`src/ewc_pkg.sv`:
```
// Constants and types for the external area wait and idle configuration block
package ewc_pkg;

    // Register byte offsets
    localparam logic [7:0] OFF_UPPER_WAIT  = 8'h00;
    localparam logic [7:0] OFF_LOWER_WAIT  = 8'h04;
    localparam logic [7:0] OFF_IDLE_CTRL   = 8'h08;
    localparam logic [7:0] OFF_ACC_STATE   = 8'h0C;
    localparam logic [7:0] OFF_STATUS      = 8'h10;

    // Values after power-on reset or hardware standby
    localparam logic [7:0] RST_UPPER_WAIT  = 8'hFF;
    localparam logic [7:0] RST_LOWER_WAIT  = 8'hFF;
    localparam logic [7:0] RST_IDLE_CTRL   = 8'hD0;
    localparam logic [7:0] RST_ACC_STATE   = 8'hFF;

    // Idle and area-0 interface control fields
    localparam int         RR_IDLE_BIT     = 7;
    localparam int         RW_IDLE_BIT     = 6;
    localparam int         BROM_SEL_BIT    = 5;
    localparam int         BCYC_LEN_BIT    = 4;
    localparam int         BWORD_CNT_BIT   = 3;
    localparam logic [7:0] IDLE_CTRL_MASK  = 8'hF8;

    // Status register fields
    localparam int         STAT_BUSY_BIT   = 0;
    localparam int         STAT_AREA_LSB   = 1;
    localparam int         STAT_PREVRD_BIT = 4;
    localparam int         STAT_WAIT_LSB   = 5;
    localparam int         STAT_GAP_BIT    = 7;

    // Access lengths in states, stored minus one
    localparam logic [1:0] BASE_TWO_M1     = 2'h1;
    localparam logic [1:0] BASE_THREE_M1   = 2'h2;
    localparam logic [1:0] BASE_ONE_M1     = 2'h0;

    // AXI responses
    localparam logic [1:0] RESP_OKAY       = 2'h0;
    localparam logic [1:0] RESP_SLVERR     = 2'h2;

    typedef enum logic [1:0] {
        ST_READY  = 2'b00,
        ST_GAP    = 2'b01,
        ST_ACCESS = 2'b11,
        ST_WAIT   = 2'b10
    } ewc_state_e;

endpackage

```
`src/ewc_top.sv`:
```
// External area wait state, idle cycle and area-0 interface control with AXI4-Lite registers
//
// Contract
// Two-bit wait field gives zero to three waits
// Upper register holds areas 7 to 4
// Lower register holds areas 3 to 0
// Waits only for external three-state area accesses
// Both wait registers reset to all ones
// Idle control loads 0xD0 on reset, hardware standby
// Idle control kept through manual reset, software standby
// Bit 7 inserts idle between reads, different areas
// Bit 6 selects idle between read then write
// Read-write idle bit defaults set, clear removes it
// Bit 5 selects burst ROM for area 0
// Bits 4,3 set burst cycle and word count
// Software writes zeros to reserved low bits
// Extend access by exactly the selected states
//
// Local design decisions: the register addresses and the AXI4-Lite interface to the registers.
`timescale 1ns/1ns
module ewc_top
    import ewc_pkg::*;
(
    // Clock and reset
    input  wire logic        MCLK,
    input  wire logic        RESET,
    // Mode pins
    input  wire logic        HW_STANDBY_N,
    input  wire logic        MANUAL_RESET,
    input  wire logic        SW_STANDBY,
    // AXI4-Lite write address
    input  wire logic [7:0]  S_AXI_AWADDR,
    input  wire logic [2:0]  S_AXI_AWPROT,
    input  wire logic        S_AXI_AWVALID,
    output logic             S_AXI_AWREADY,
    // AXI4-Lite write data
    input  wire logic [31:0] S_AXI_WDATA,
    input  wire logic [3:0]  S_AXI_WSTRB,
    input  wire logic        S_AXI_WVALID,
    output logic             S_AXI_WREADY,
    // AXI4-Lite write response
    output logic [1:0]       S_AXI_BRESP,
    output logic             S_AXI_BVALID,
    input  wire logic        S_AXI_BREADY,
    // AXI4-Lite read address
    input  wire logic [7:0]  S_AXI_ARADDR,
    input  wire logic [2:0]  S_AXI_ARPROT,
    input  wire logic        S_AXI_ARVALID,
    output logic             S_AXI_ARREADY,
    // AXI4-Lite read data
    output logic [31:0]      S_AXI_RDATA,
    output logic [1:0]       S_AXI_RRESP,
    output logic             S_AXI_RVALID,
    input  wire logic        S_AXI_RREADY,
    // Internal bus master access request
    input  wire logic        ACC_VALID,
    output logic             ACC_READY,
    input  wire logic [2:0]  ACC_AREA,
    input  wire logic        ACC_WRITE,
    input  wire logic        ACC_EXTERNAL,
    output logic             ACC_DONE,
    // Bus cycle state
    output logic             IDLE_STATE,
    output logic             WAIT_STATE,
    // Area-0 interface selection
    output logic             BURST_ROM_SEL,
    output logic             BURST_CYCLE_TWO,
    output logic             BURST_EIGHT_WORDS
);

    // Synchronisers for pins
    logic       stby_meta_reg;
    logic       stby_sync_reg;
    logic       mrst_meta_reg;
    logic       mrst_sync_reg;
    logic       sstby_meta_reg;
    logic       sstby_sync_reg;

    // Configuration registers
    logic [7:0] upper_area_wait_count_reg;
    logic [7:0] lower_area_wait_count_reg;
    logic [7:0] idle_and_area0_interface_control_reg;
    logic [7:0] access_state_select_register_reg;

    // AXI slave state
    logic       aw_hold_reg;
    logic [7:0] aw_addr_reg;
    logic       w_hold_reg;
    logic [7:0] w_data_reg;
    logic       w_strb0_reg;
    logic       bvalid_reg;
    logic [1:0] bresp_reg;
    logic       rvalid_reg;
    logic [1:0] rresp_reg;
    logic [31:0] rdata_reg;
    logic       do_write;
    logic       wr_hit;
    logic       rd_take;
    logic [7:0] rd_word;
    logic       rd_hit;

    // Access sequencer
    ewc_state_e state_reg;
    logic [1:0] cnt_reg;
    logic [2:0] cur_area_reg;
    logic       cur_write_reg;
    logic       cur_ext_reg;
    logic       prev_ext_read_reg;
    logic [2:0] prev_area_reg;
    logic       done_reg;
    logic       hw_init;
    logic       seq_abort;
    logic       acc_take;
    logic       need_gap;
    logic       read_read_idle_insert;
    logic       read_write_idle_insert;
    logic       area0_burst_rom_select;
    logic       burst_cycle_length_select;
    logic       burst_word_count_select;
    logic [1:0] cur_waits;

    // Two flops before any logic sees a pin
    always_ff @(posedge MCLK) begin
        if (RESET) begin
            {stby_meta_reg, mrst_meta_reg, sstby_meta_reg} <= 3'h4;
            {stby_sync_reg, mrst_sync_reg, sstby_sync_reg} <= 3'h4;
        end else begin
            {stby_meta_reg, mrst_meta_reg, sstby_meta_reg} <= {HW_STANDBY_N, MANUAL_RESET, SW_STANDBY};
            {stby_sync_reg, mrst_sync_reg, sstby_sync_reg} <= {stby_meta_reg, mrst_meta_reg, sstby_meta_reg};
        end
    end

    // Power-on reset and hardware standby both reinitialise
    assign hw_init   = RESET | ~stby_sync_reg;
    // Manual reset and software standby stop bus cycles only
    assign seq_abort = hw_init | mrst_sync_reg | sstby_sync_reg;

    assign read_read_idle_insert     = idle_and_area0_interface_control_reg[RR_IDLE_BIT];
    assign read_write_idle_insert    = idle_and_area0_interface_control_reg[RW_IDLE_BIT];
    assign area0_burst_rom_select    = idle_and_area0_interface_control_reg[BROM_SEL_BIT];
    assign burst_cycle_length_select = idle_and_area0_interface_control_reg[BCYC_LEN_BIT];
    assign burst_word_count_select   = idle_and_area0_interface_control_reg[BWORD_CNT_BIT];

    // Field of one area from the two wait registers
    function automatic logic [1:0] area_field(input logic [2:0] area, input logic [7:0] upper,
                                              input logic [7:0] lower);
        logic [7:0] sel;
        sel = area[2] ? upper : lower;
        area_field = sel[{area[1:0], 1'b0} +: 2];
    endfunction

    // Program waits for an access, none unless external three-state
    function automatic logic [1:0] waits_for(input logic [2:0] area, input logic ext, input logic ast,
                                             input logic brom, input logic [1:0] field);
        waits_for = (ext && ast && !(brom && area == 3'h0)) ? field : 2'h0;
    endfunction

    // Basic access states minus one
    function automatic logic [1:0] base_for(input logic [2:0] area, input logic ext, input logic ast,
                                            input logic brom, input logic two);
        base_for = !ext ? BASE_ONE_M1 :
                   (brom && area == 3'h0) ? (two ? BASE_TWO_M1 : BASE_ONE_M1) :
                   ast ? BASE_THREE_M1 : BASE_TWO_M1;
    endfunction

    assign cur_waits = waits_for(cur_area_reg, cur_ext_reg, access_state_select_register_reg[cur_area_reg],
                                 area0_burst_rom_select,
                                 area_field(cur_area_reg, upper_area_wait_count_reg, lower_area_wait_count_reg));

    // Idle state only after an external read
    assign need_gap = ACC_EXTERNAL && prev_ext_read_reg &&
                      ((!ACC_WRITE && ACC_AREA != prev_area_reg && read_read_idle_insert) ||
                       (ACC_WRITE && read_write_idle_insert));

    assign ACC_READY = (state_reg == ST_READY) && !seq_abort;
    assign acc_take  = ACC_VALID && ACC_READY;

    always_ff @(posedge MCLK) begin
        if (seq_abort) begin
            state_reg         <= ST_READY;
            cnt_reg           <= 2'h0;
            cur_area_reg      <= 3'h0;
            cur_write_reg     <= 1'b0;
            cur_ext_reg       <= 1'b0;
            prev_ext_read_reg <= 1'b0;
            prev_area_reg     <= 3'h0;
            done_reg          <= 1'b0;
        end else begin
            done_reg <= 1'b0;
            unique case (state_reg)
                ST_READY: begin
                    if (acc_take) begin
                        cur_area_reg  <= ACC_AREA;
                        cur_write_reg <= ACC_WRITE;
                        cur_ext_reg   <= ACC_EXTERNAL;
                        if (need_gap) begin
                            state_reg <= ST_GAP;
                        end else begin
                            state_reg <= ST_ACCESS;
                            cnt_reg   <= base_for(ACC_AREA, ACC_EXTERNAL,
                                                  access_state_select_register_reg[ACC_AREA],
                                                  area0_burst_rom_select, burst_cycle_length_select);
                        end
                    end
                end
                ST_GAP: begin
                    state_reg <= ST_ACCESS;
                    cnt_reg   <= base_for(cur_area_reg, cur_ext_reg,
                                          access_state_select_register_reg[cur_area_reg],
                                          area0_burst_rom_select, burst_cycle_length_select);
                end
                ST_ACCESS: begin
                    if (cnt_reg != 2'h0) begin
                        cnt_reg <= cnt_reg - 2'h1;
                    end else if (cur_waits != 2'h0) begin
                        state_reg <= ST_WAIT;
                        cnt_reg   <= cur_waits - 2'h1;
                    end else begin
                        state_reg         <= ST_READY;
                        done_reg          <= 1'b1;
                        prev_ext_read_reg <= cur_ext_reg && !cur_write_reg;
                        prev_area_reg     <= cur_area_reg;
                    end
                end
                ST_WAIT: begin
                    if (cnt_reg != 2'h0) begin
                        cnt_reg <= cnt_reg - 2'h1;
                    end else begin
                        state_reg         <= ST_READY;
                        done_reg          <= 1'b1;
                        prev_ext_read_reg <= cur_ext_reg && !cur_write_reg;
                        prev_area_reg     <= cur_area_reg;
                    end
                end
            endcase
        end
    end

    assign ACC_DONE          = done_reg;
    assign IDLE_STATE        = (state_reg == ST_GAP);
    assign WAIT_STATE        = (state_reg == ST_WAIT);
    assign BURST_ROM_SEL     = area0_burst_rom_select;
    assign BURST_CYCLE_TWO   = burst_cycle_length_select;
    assign BURST_EIGHT_WORDS = burst_word_count_select;

    // Write path: address and data taken in either order
    assign S_AXI_AWREADY = !aw_hold_reg && !bvalid_reg;
    assign S_AXI_WREADY  = !w_hold_reg && !bvalid_reg;
    assign do_write      = aw_hold_reg && w_hold_reg && !bvalid_reg;
    assign wr_hit        = (aw_addr_reg == OFF_UPPER_WAIT) || (aw_addr_reg == OFF_LOWER_WAIT) ||
                           (aw_addr_reg == OFF_IDLE_CTRL) || (aw_addr_reg == OFF_ACC_STATE) ||
                           (aw_addr_reg == OFF_STATUS);

    always_ff @(posedge MCLK) begin
        if (RESET) begin
            aw_hold_reg <= 1'b0;
            aw_addr_reg <= 8'h00;
        end else if (S_AXI_AWVALID && S_AXI_AWREADY) begin
            aw_hold_reg <= 1'b1;
            aw_addr_reg <= {S_AXI_AWADDR[7:2], 2'b00};
        end else if (do_write) begin
            aw_hold_reg <= 1'b0;
        end
    end

    always_ff @(posedge MCLK) begin
        if (RESET) begin
            w_hold_reg  <= 1'b0;
            w_data_reg  <= 8'h00;
            w_strb0_reg <= 1'b0;
        end else if (S_AXI_WVALID && S_AXI_WREADY) begin
            w_hold_reg  <= 1'b1;
            w_data_reg  <= S_AXI_WDATA[7:0];
            w_strb0_reg <= S_AXI_WSTRB[0];
        end else if (do_write) begin
            w_hold_reg <= 1'b0;
        end
    end

    always_ff @(posedge MCLK) begin
        if (RESET) begin
            bvalid_reg <= 1'b0;
            bresp_reg  <= RESP_OKAY;
        end else if (do_write) begin
            bvalid_reg <= 1'b1;
            bresp_reg  <= wr_hit ? RESP_OKAY : RESP_SLVERR;
        end else if (S_AXI_BREADY) begin
            bvalid_reg <= 1'b0;
        end
    end

    assign S_AXI_BVALID = bvalid_reg;
    assign S_AXI_BRESP  = bresp_reg;

    // Only byte lane 0 carries register data
    always_ff @(posedge MCLK) begin
        if (hw_init) begin
            upper_area_wait_count_reg <= RST_UPPER_WAIT;
            lower_area_wait_count_reg <= RST_LOWER_WAIT;
        end else if (do_write && w_strb0_reg) begin
            if (aw_addr_reg == OFF_UPPER_WAIT) begin
                upper_area_wait_count_reg <= w_data_reg;
            end
            if (aw_addr_reg == OFF_LOWER_WAIT) begin
                lower_area_wait_count_reg <= w_data_reg;
            end
        end
    end

    // Not touched by manual reset or software standby
    always_ff @(posedge MCLK) begin
        if (hw_init) begin
            idle_and_area0_interface_control_reg <= RST_IDLE_CTRL;
        end else if (do_write && w_strb0_reg && aw_addr_reg == OFF_IDLE_CTRL) begin
            // Reserved low bits held at zero whatever is written
            idle_and_area0_interface_control_reg <= w_data_reg & IDLE_CTRL_MASK;
        end
    end

    always_ff @(posedge MCLK) begin
        if (hw_init) begin
            access_state_select_register_reg <= RST_ACC_STATE;
        end else if (do_write && w_strb0_reg && aw_addr_reg == OFF_ACC_STATE) begin
            access_state_select_register_reg <= w_data_reg;
        end
    end

    // Read path: one read at a time, answered the next cycle
    assign S_AXI_ARREADY = !rvalid_reg;
    assign rd_take       = S_AXI_ARVALID && S_AXI_ARREADY;

    always_comb begin
        rd_hit  = 1'b1;
        rd_word = 8'h00;
        unique case ({S_AXI_ARADDR[7:2], 2'b00})
            OFF_UPPER_WAIT: rd_word = upper_area_wait_count_reg;
            OFF_LOWER_WAIT: rd_word = lower_area_wait_count_reg;
            OFF_IDLE_CTRL:  rd_word = idle_and_area0_interface_control_reg;
            OFF_ACC_STATE:  rd_word = access_state_select_register_reg;
            OFF_STATUS: begin
                rd_word[STAT_BUSY_BIT]               = (state_reg != ST_READY);
                rd_word[STAT_AREA_LSB +: 3]          = cur_area_reg;
                rd_word[STAT_PREVRD_BIT]             = prev_ext_read_reg;
                rd_word[STAT_WAIT_LSB +: 2]          = cur_waits;
                rd_word[STAT_GAP_BIT]                = (state_reg == ST_GAP);
            end
            default: rd_hit = 1'b0;
        endcase
    end

    always_ff @(posedge MCLK) begin
        if (RESET) begin
            rvalid_reg <= 1'b0;
            rresp_reg  <= RESP_OKAY;
            rdata_reg  <= 32'h0000_0000;
        end else if (rd_take) begin
            rvalid_reg <= 1'b1;
            rresp_reg  <= rd_hit ? RESP_OKAY : RESP_SLVERR;
            rdata_reg  <= {24'h00_0000, rd_word};
        end else if (S_AXI_RREADY) begin
            rvalid_reg <= 1'b0;
        end
    end

    assign S_AXI_RVALID = rvalid_reg;
    assign S_AXI_RRESP  = rresp_reg;
    assign S_AXI_RDATA  = rdata_reg;

endmodule

```
`config.mk`:
```
export PLATFORM = sky130hd
export DESIGN_NAME = ewc_top
export DESIGN_NICKNAME = d
export VERILOG_FILES = /design/src/ewc_pkg.sv /design/src/ewc_top.sv
export SDC_FILE = /design/constraint.sdc
export NUM_CORES = 1
export LEC_CHECK = 0
export ABC_AREA = 1
export BUFFER_PORTS_ARGS = -buffer_cell sky130_fd_sc_hd__buf_2
export CAP_MARGIN = 25
export CORE_MARGIN = 2
export CORE_UTILIZATION = 25
export CTS_BUF_LIST = sky130_fd_sc_hd__clkbuf_4 sky130_fd_sc_hd__clkbuf_8
export CTS_CLUSTER_DIAMETER = 60
export DETAILED_ROUTE_END_ITERATION = 6
export SLEW_MARGIN = 20
export SYNTH_ARGS = -nofsm -noshare
export SYNTH_HDL_FRONTEND = slang
export SYNTH_SLANG_ARGS = --single-unit
```
`constraint.sdc`:
```
create_clock -name MCLK -period 3.1 [get_ports MCLK]
set_input_delay 0.31 -clock MCLK [delete_from_list [all_inputs] [get_ports MCLK]]
set_output_delay 0.31 -clock MCLK [all_outputs]
set_load 0.005 [all_outputs]
```
* Word level (Yosys, flattened, before mapping)
Index checks and enable logic that the tools add are counted.
** Word-level totals
- Flip-flop bits (word level) :: 80
- Input bits :: 74
- Logic and storage cells :: 159
** Operators by class
- Add/subtract/negate cells :: 2
- Magnitude comparators :: 2
- Equality and inequality tests :: 19
- Shift-type cells :: 1
- Multiplexer cells :: 48
- Bitwise gates (word level) :: 4
- Reduce and logical (&&, ||, !) cells :: 55
** Operator list (number)
- one-hot mux 8 bit (5 select lines) :: 1
- two-way mux 2 bit :: 19
- equality test 6 x 2 -> 1 bit, second input constant :: 4
- logical AND 1 bit :: 22
- two-way mux 1 bit :: 17
- one-hot mux 2 bit (4 select lines) :: 2
- nonzero test 2 bit :: 8
- equality test 6 x 1 -> 1 bit, second input constant :: 2
- equality test 6 x 3 -> 1 bit, second input constant :: 2
- != test 2 bit, second input constant :: 5
- two-way mux 3 bit :: 3
- zero test 1 bit :: 8
- zero test 8 bit :: 1
- < comparator 3 x 4 -> 1 bit, second input constant :: 2
- two-way mux 8 bit :: 1
- AND reduction 4 bit :: 2
- variable part select 8 x 4 -> 2 bit :: 1
- binary-select mux 1 bit (select 3 bit) :: 2
- zero test 3 bit :: 2
- zero test 6 bit :: 1
- one-hot mux 3 bit (2 select lines) :: 1
- AND reduction 2 bit :: 3
- logical OR 1 bit :: 5
- OR reduction 5 bit :: 1
- other kinds (11) :: 16

* Logic depth before layout (Yosys ltp)
- Depth in word-level cells :: 9
- Depth in mapped cells :: 18
- Mapped depth without buffers :: 17

* Worst setup path before layout
No wires, ideal clock.
- Path kind :: register -> register
- Start point :: register cur_area_reg[0]
- End point :: register cnt_reg[0]
- Setup time :: 0.109 ns
- Arrival time :: 2.066 ns
- Slack :: 0.925 ns
- Cell stages (with the launch flop) :: 19
- Buffers on the path :: 2
- Cells stage by stage :: dfxtp_1 buf_4 inv_2 buf_6 nand2_1 nand3_1 nand3_1 nand3_1 nor2_2 nand2_1 ha_1 o21ai_0 inv_2 nor2_1 nand2_1 nor2_1 nand3_1 nand2_1 inv_1
** On the way
- Longest elaborated chain between the ends :: 9
- Elaborated cells between the ends (all ways) :: 19
- Those cells by class :: add/sub: 1; eq/ne: 1; shift: 1; mux: 9; reduce/logical: 7
** Ends and longest elaborated chain
- start, declared :: line ewc_top.sv:105 : logic [2:0] cur_area_reg;
- start signal, assigned :: line ewc_top.sv:182 : cur_area_reg <= 3'h0;
- start signal, assigned :: line ewc_top.sv:193 : cur_area_reg <= ACC_AREA;
- binary-select mux 1 bit (select 3 bit) or zero test 3 bit (tied branches)
- two-way mux 1 bit (implied by the code) or logical AND 1 bit (tied branches)
- logical AND 1 bit or zero test 1 bit (tied branches) :: line ewc_top.sv:155 : waits_for = (ext && ast && !(brom && area == 3'h0)) ? field : 2'h0;
- logical AND 1 bit :: line ewc_top.sv:155
- two-way mux 2 bit :: line ewc_top.sv:155
- subtractor 2 x 1 -> 2 bit :: line ewc_top.sv:217 : cnt_reg <= cur_waits - 2'h1;
- two-way mux 2 bit :: line ewc_top.sv:215 : end else if (cur_waits != 2'h0) begin
- two-way mux 2 bit :: line ewc_top.sv:213 : if (cnt_reg != 2'h0) begin
- one-hot mux 2 bit (4 select lines) :: line ewc_top.sv:190 : unique case (state_reg)
- end signal, assigned :: line ewc_top.sv:200 : cnt_reg <= base_for(ACC_AREA, ACC_EXTERNAL,
- end signal, assigned :: line ewc_top.sv:214 : cnt_reg <= cnt_reg - 2'h1;
- end signal, assigned :: line ewc_top.sv:217
- end, declared :: line ewc_top.sv:104 : logic [1:0] cnt_reg;
Several ways; a longest one is shown, not always the timed one. The select of a mux whose other input is x is not followed.
A chain may end at the register's enable or synchronous reset.

* Worst setup path in the final report
Same ends and word-level chain as after synthesis.

==> out/results.ini <==
[worst_setup_path]
cp-end-kind=flip-flop
cp_max_fo=11
critPathMaxStageDelay_ns=0.58
critPathKind=flip-flop to flip-flop
worstPathArrival_ns=2.94
critPathLaunchType=flip-flop
crit_chain=inv_2 -> nand2_1 -> nand3_1 -> nand3_1 -> nand3_1 -> nor2_2 -> nand2_1 -> ha_1 -> o21ai_0 -> inv_2 -> nor2_1 -> nand2_1 -> nor2_1 -> nand3_1 -> nand2_1 -> inv_1
critPathSlowestCell=dfxtp_1
cp.required_ns=3.36

[grt]
grtUsageTotal_pct=12.6
grt_max_degree=23
grt_pass1_wl_um=16500
grt_overflow=0
grt_antenna_before_repair=0
grt_pass1_vias=3275

[power_and_ir_drop]
power.internal_mw=1.46
p_total_mw=2.06
ir_worst_vdd_mv=0.300
combPwrFrac_pct=13.5
switching_share_pct=29.1
p_seq_share_pct=52.3
pwr-share-clk_pct=34.2
p_leak_nw=2.14
power.net_switching_uw=599
pwr_density_cell_mw_per_mm2=471

[clock_network]
clkSlewWorstSetupHoldPaths_ns=0.08
cts_tree=done
ctsResizeCount=0
clock_latency_ns=0.36
cts_sinks=78
cts_hold_buf=0
clock-root-buffer=clkbuf_8
cts_max_level=3
cts_setup_buffers=0
cts_buffers=9
clock_path_buffers=2

[sta]
rsz0062_at_grt=no
tightest_slew_ns=0.793
slew-limit-headroom_pct=46.8
min_period_ns=2.68
drv_slew=0
post-route-period-util_pct=86.3
max_freq_mhz=374
hold_ws_ns=0.129
setup_slack_ns=0.424
hold_viol=0
finalClockSkew_ns=0.0117
tns_ns=0
setup_viol=0

[die]
die_h_um=128
core-area_sq_mm=0.0151
pin_count=122
die_x_um=128
row_count=45
die-area_sq_mm=0.0164
start_util_pct=25.5

[route]
vias=3516
initialDrtViolationCount=286
wire_per_inst_um=12.8
drtPass1Iterations=4
finalWirelength_um=9920
ant_nets=0
viasPerCell=4.53
drc=0

[synthesis]
synth_area_leaders=dfxtp_1, nand2_1, inv_1
syn_avg_cell_area_sq_um=7.26
yosysTopAreaCell=dfxtp_1
synth_top_area_share_pct=40.7
ys_top_cells_by_count=nand2_1, dfxtp_1, inv_1
ys_ff_latch=78
synth_edf_count=0
ys_warn_count=0
synth_most_common_cell=nand2_1
synth_cell_types=44
ys_async_sr_fraction_pct=0
yosysSeqAreaShare_pct=40.7
syn_inst=529
ys.flop_type=dfxtp_1
post_synth_instance_area_sq_mm=0.00384

[finish]
fillCellCount=1714
drive_gt1_share_pct=18.0
syn2layout_area_growth_pct=13.9
diodes=0
nets=659

[run_status]
outcome=finished clean

[placed_design]
dpl_worst_slack_ns=0.439
io_buffers=58
place_hpwl_um=7520
place_congestion=0.846

[job]
maxCapViolations=0

[worst_hold_path]
holdCritPathClass=input pin to flip-flop

==> final cells by class <==
class / instances / area [sq um] / area share, %
Inverter: 70 / 265 / 6.06
Sequential cell: 78 / 1560 / 35.7
Timing Repair Buffer: 60 / 305 / 6.98
Tap cell: 188 / 235 / 5.38
Clock buffer: 11 / 145 / 3.32
Clock inverter: 5 / 33.8 / 0.772
Multi-Input combinational cell: 364 / 1830 / 41.8
==> cells in the final DEF, fill, tap and decap left out, drive strengths merged <==
cell type,n
a21boi,1
a211oi,5
buf,60
nand4,6
a41oi,3
nor4,2
o21bai,1
o211a,1
xnor2,3
o211ai,19
o21a,1
nor3,4
a22oi,2
inv,70
clkinvlp,2
dfxtp,78
a31oi,1
nand3,28
clkinv,3
o21ai,42
nand3b,1
nand2,117
conb,26
o2111ai,3
nor2,50
or2,2
clkbuf,11
ha,2
o32ai,1
a21oi,43
==> final timing paths <==
| kind | slack [ns] | cells past startpoint | startpoint | end |
|---|---|---|---|---|
| min | 0.13 | 2 | HW_STANDBY_N | stby_meta_reg |
| min reg2reg | 0.40 | 2 | sstby_meta_reg | sstby_sync_reg |
| max | 0.42 | 16 | cur_area_reg[0] | cnt_reg[0] |
| max reg2reg | 0.42 | 16 | cur_area_reg[0] | cnt_reg[0] |
==> metal layers <==
metal	track usage, %	routed length, um	vias up
met5	0	0	-
met4	3.10	109	0
met3	3.38	620	11
met2	20.0	4430	95
met1	17.2	4760	1614
li1	-	-	1796
==> critical path, delay by kind of cell, from the launching register on <==
| family | cells | cell delay, ns |
|---|---|---|
| compound gates | 1 | 0.27 |
| simple gates | 11 | 1.17 |
| buf+inv | 3 | 0.38 |
| fa+ha+maj | 1 | 0.19 |
| flops | 1 | 0.58 |
==> power by group through the flow <==
stage	logic (mW)	registers, mW	clock network (mW)
6_report	0.278	1.08	0.705
5_1_grt	0.321	1.08	0.779
4_1_cts	0.281	1.08	0.728
3_5_place_dp	0.280	1.10	0
3_3_place_gp	0.278	1.10	0
2_1_floorplan	0.218	1.09	0
==> kinds of logic (layout without fill, tap and decap cells) <==
family                     count (synthesis)  after routing  share of synthesized area, %
buffers and inverters                    112            146                          14.2
other                                      1             26                        0.0976
and+or+nand+nor                          210            210                          24.3
adders and majority gates                  2              2                         0.651
xor gates and xnor gates                   3              3                         0.684
DFF                                       78             78                          40.7
AOI/OAI and AO/OA                        123            123                          19.4
==> metrics by stage <==
stage | instance area (sq um) | instances | util, %
2_1_floorplan | 3940 | 554 | -
3_5_place_dp | 4200 | 760 | 27.8
6_report | 4370 | 776 | 29.0
5_1_grt | 4370 | 776 | 29.0
3_3_place_gp | 4200 | 760 | 27.8
4_1_cts | 4370 | 776 | 29.0
Power figures use the tool's default switching activity.
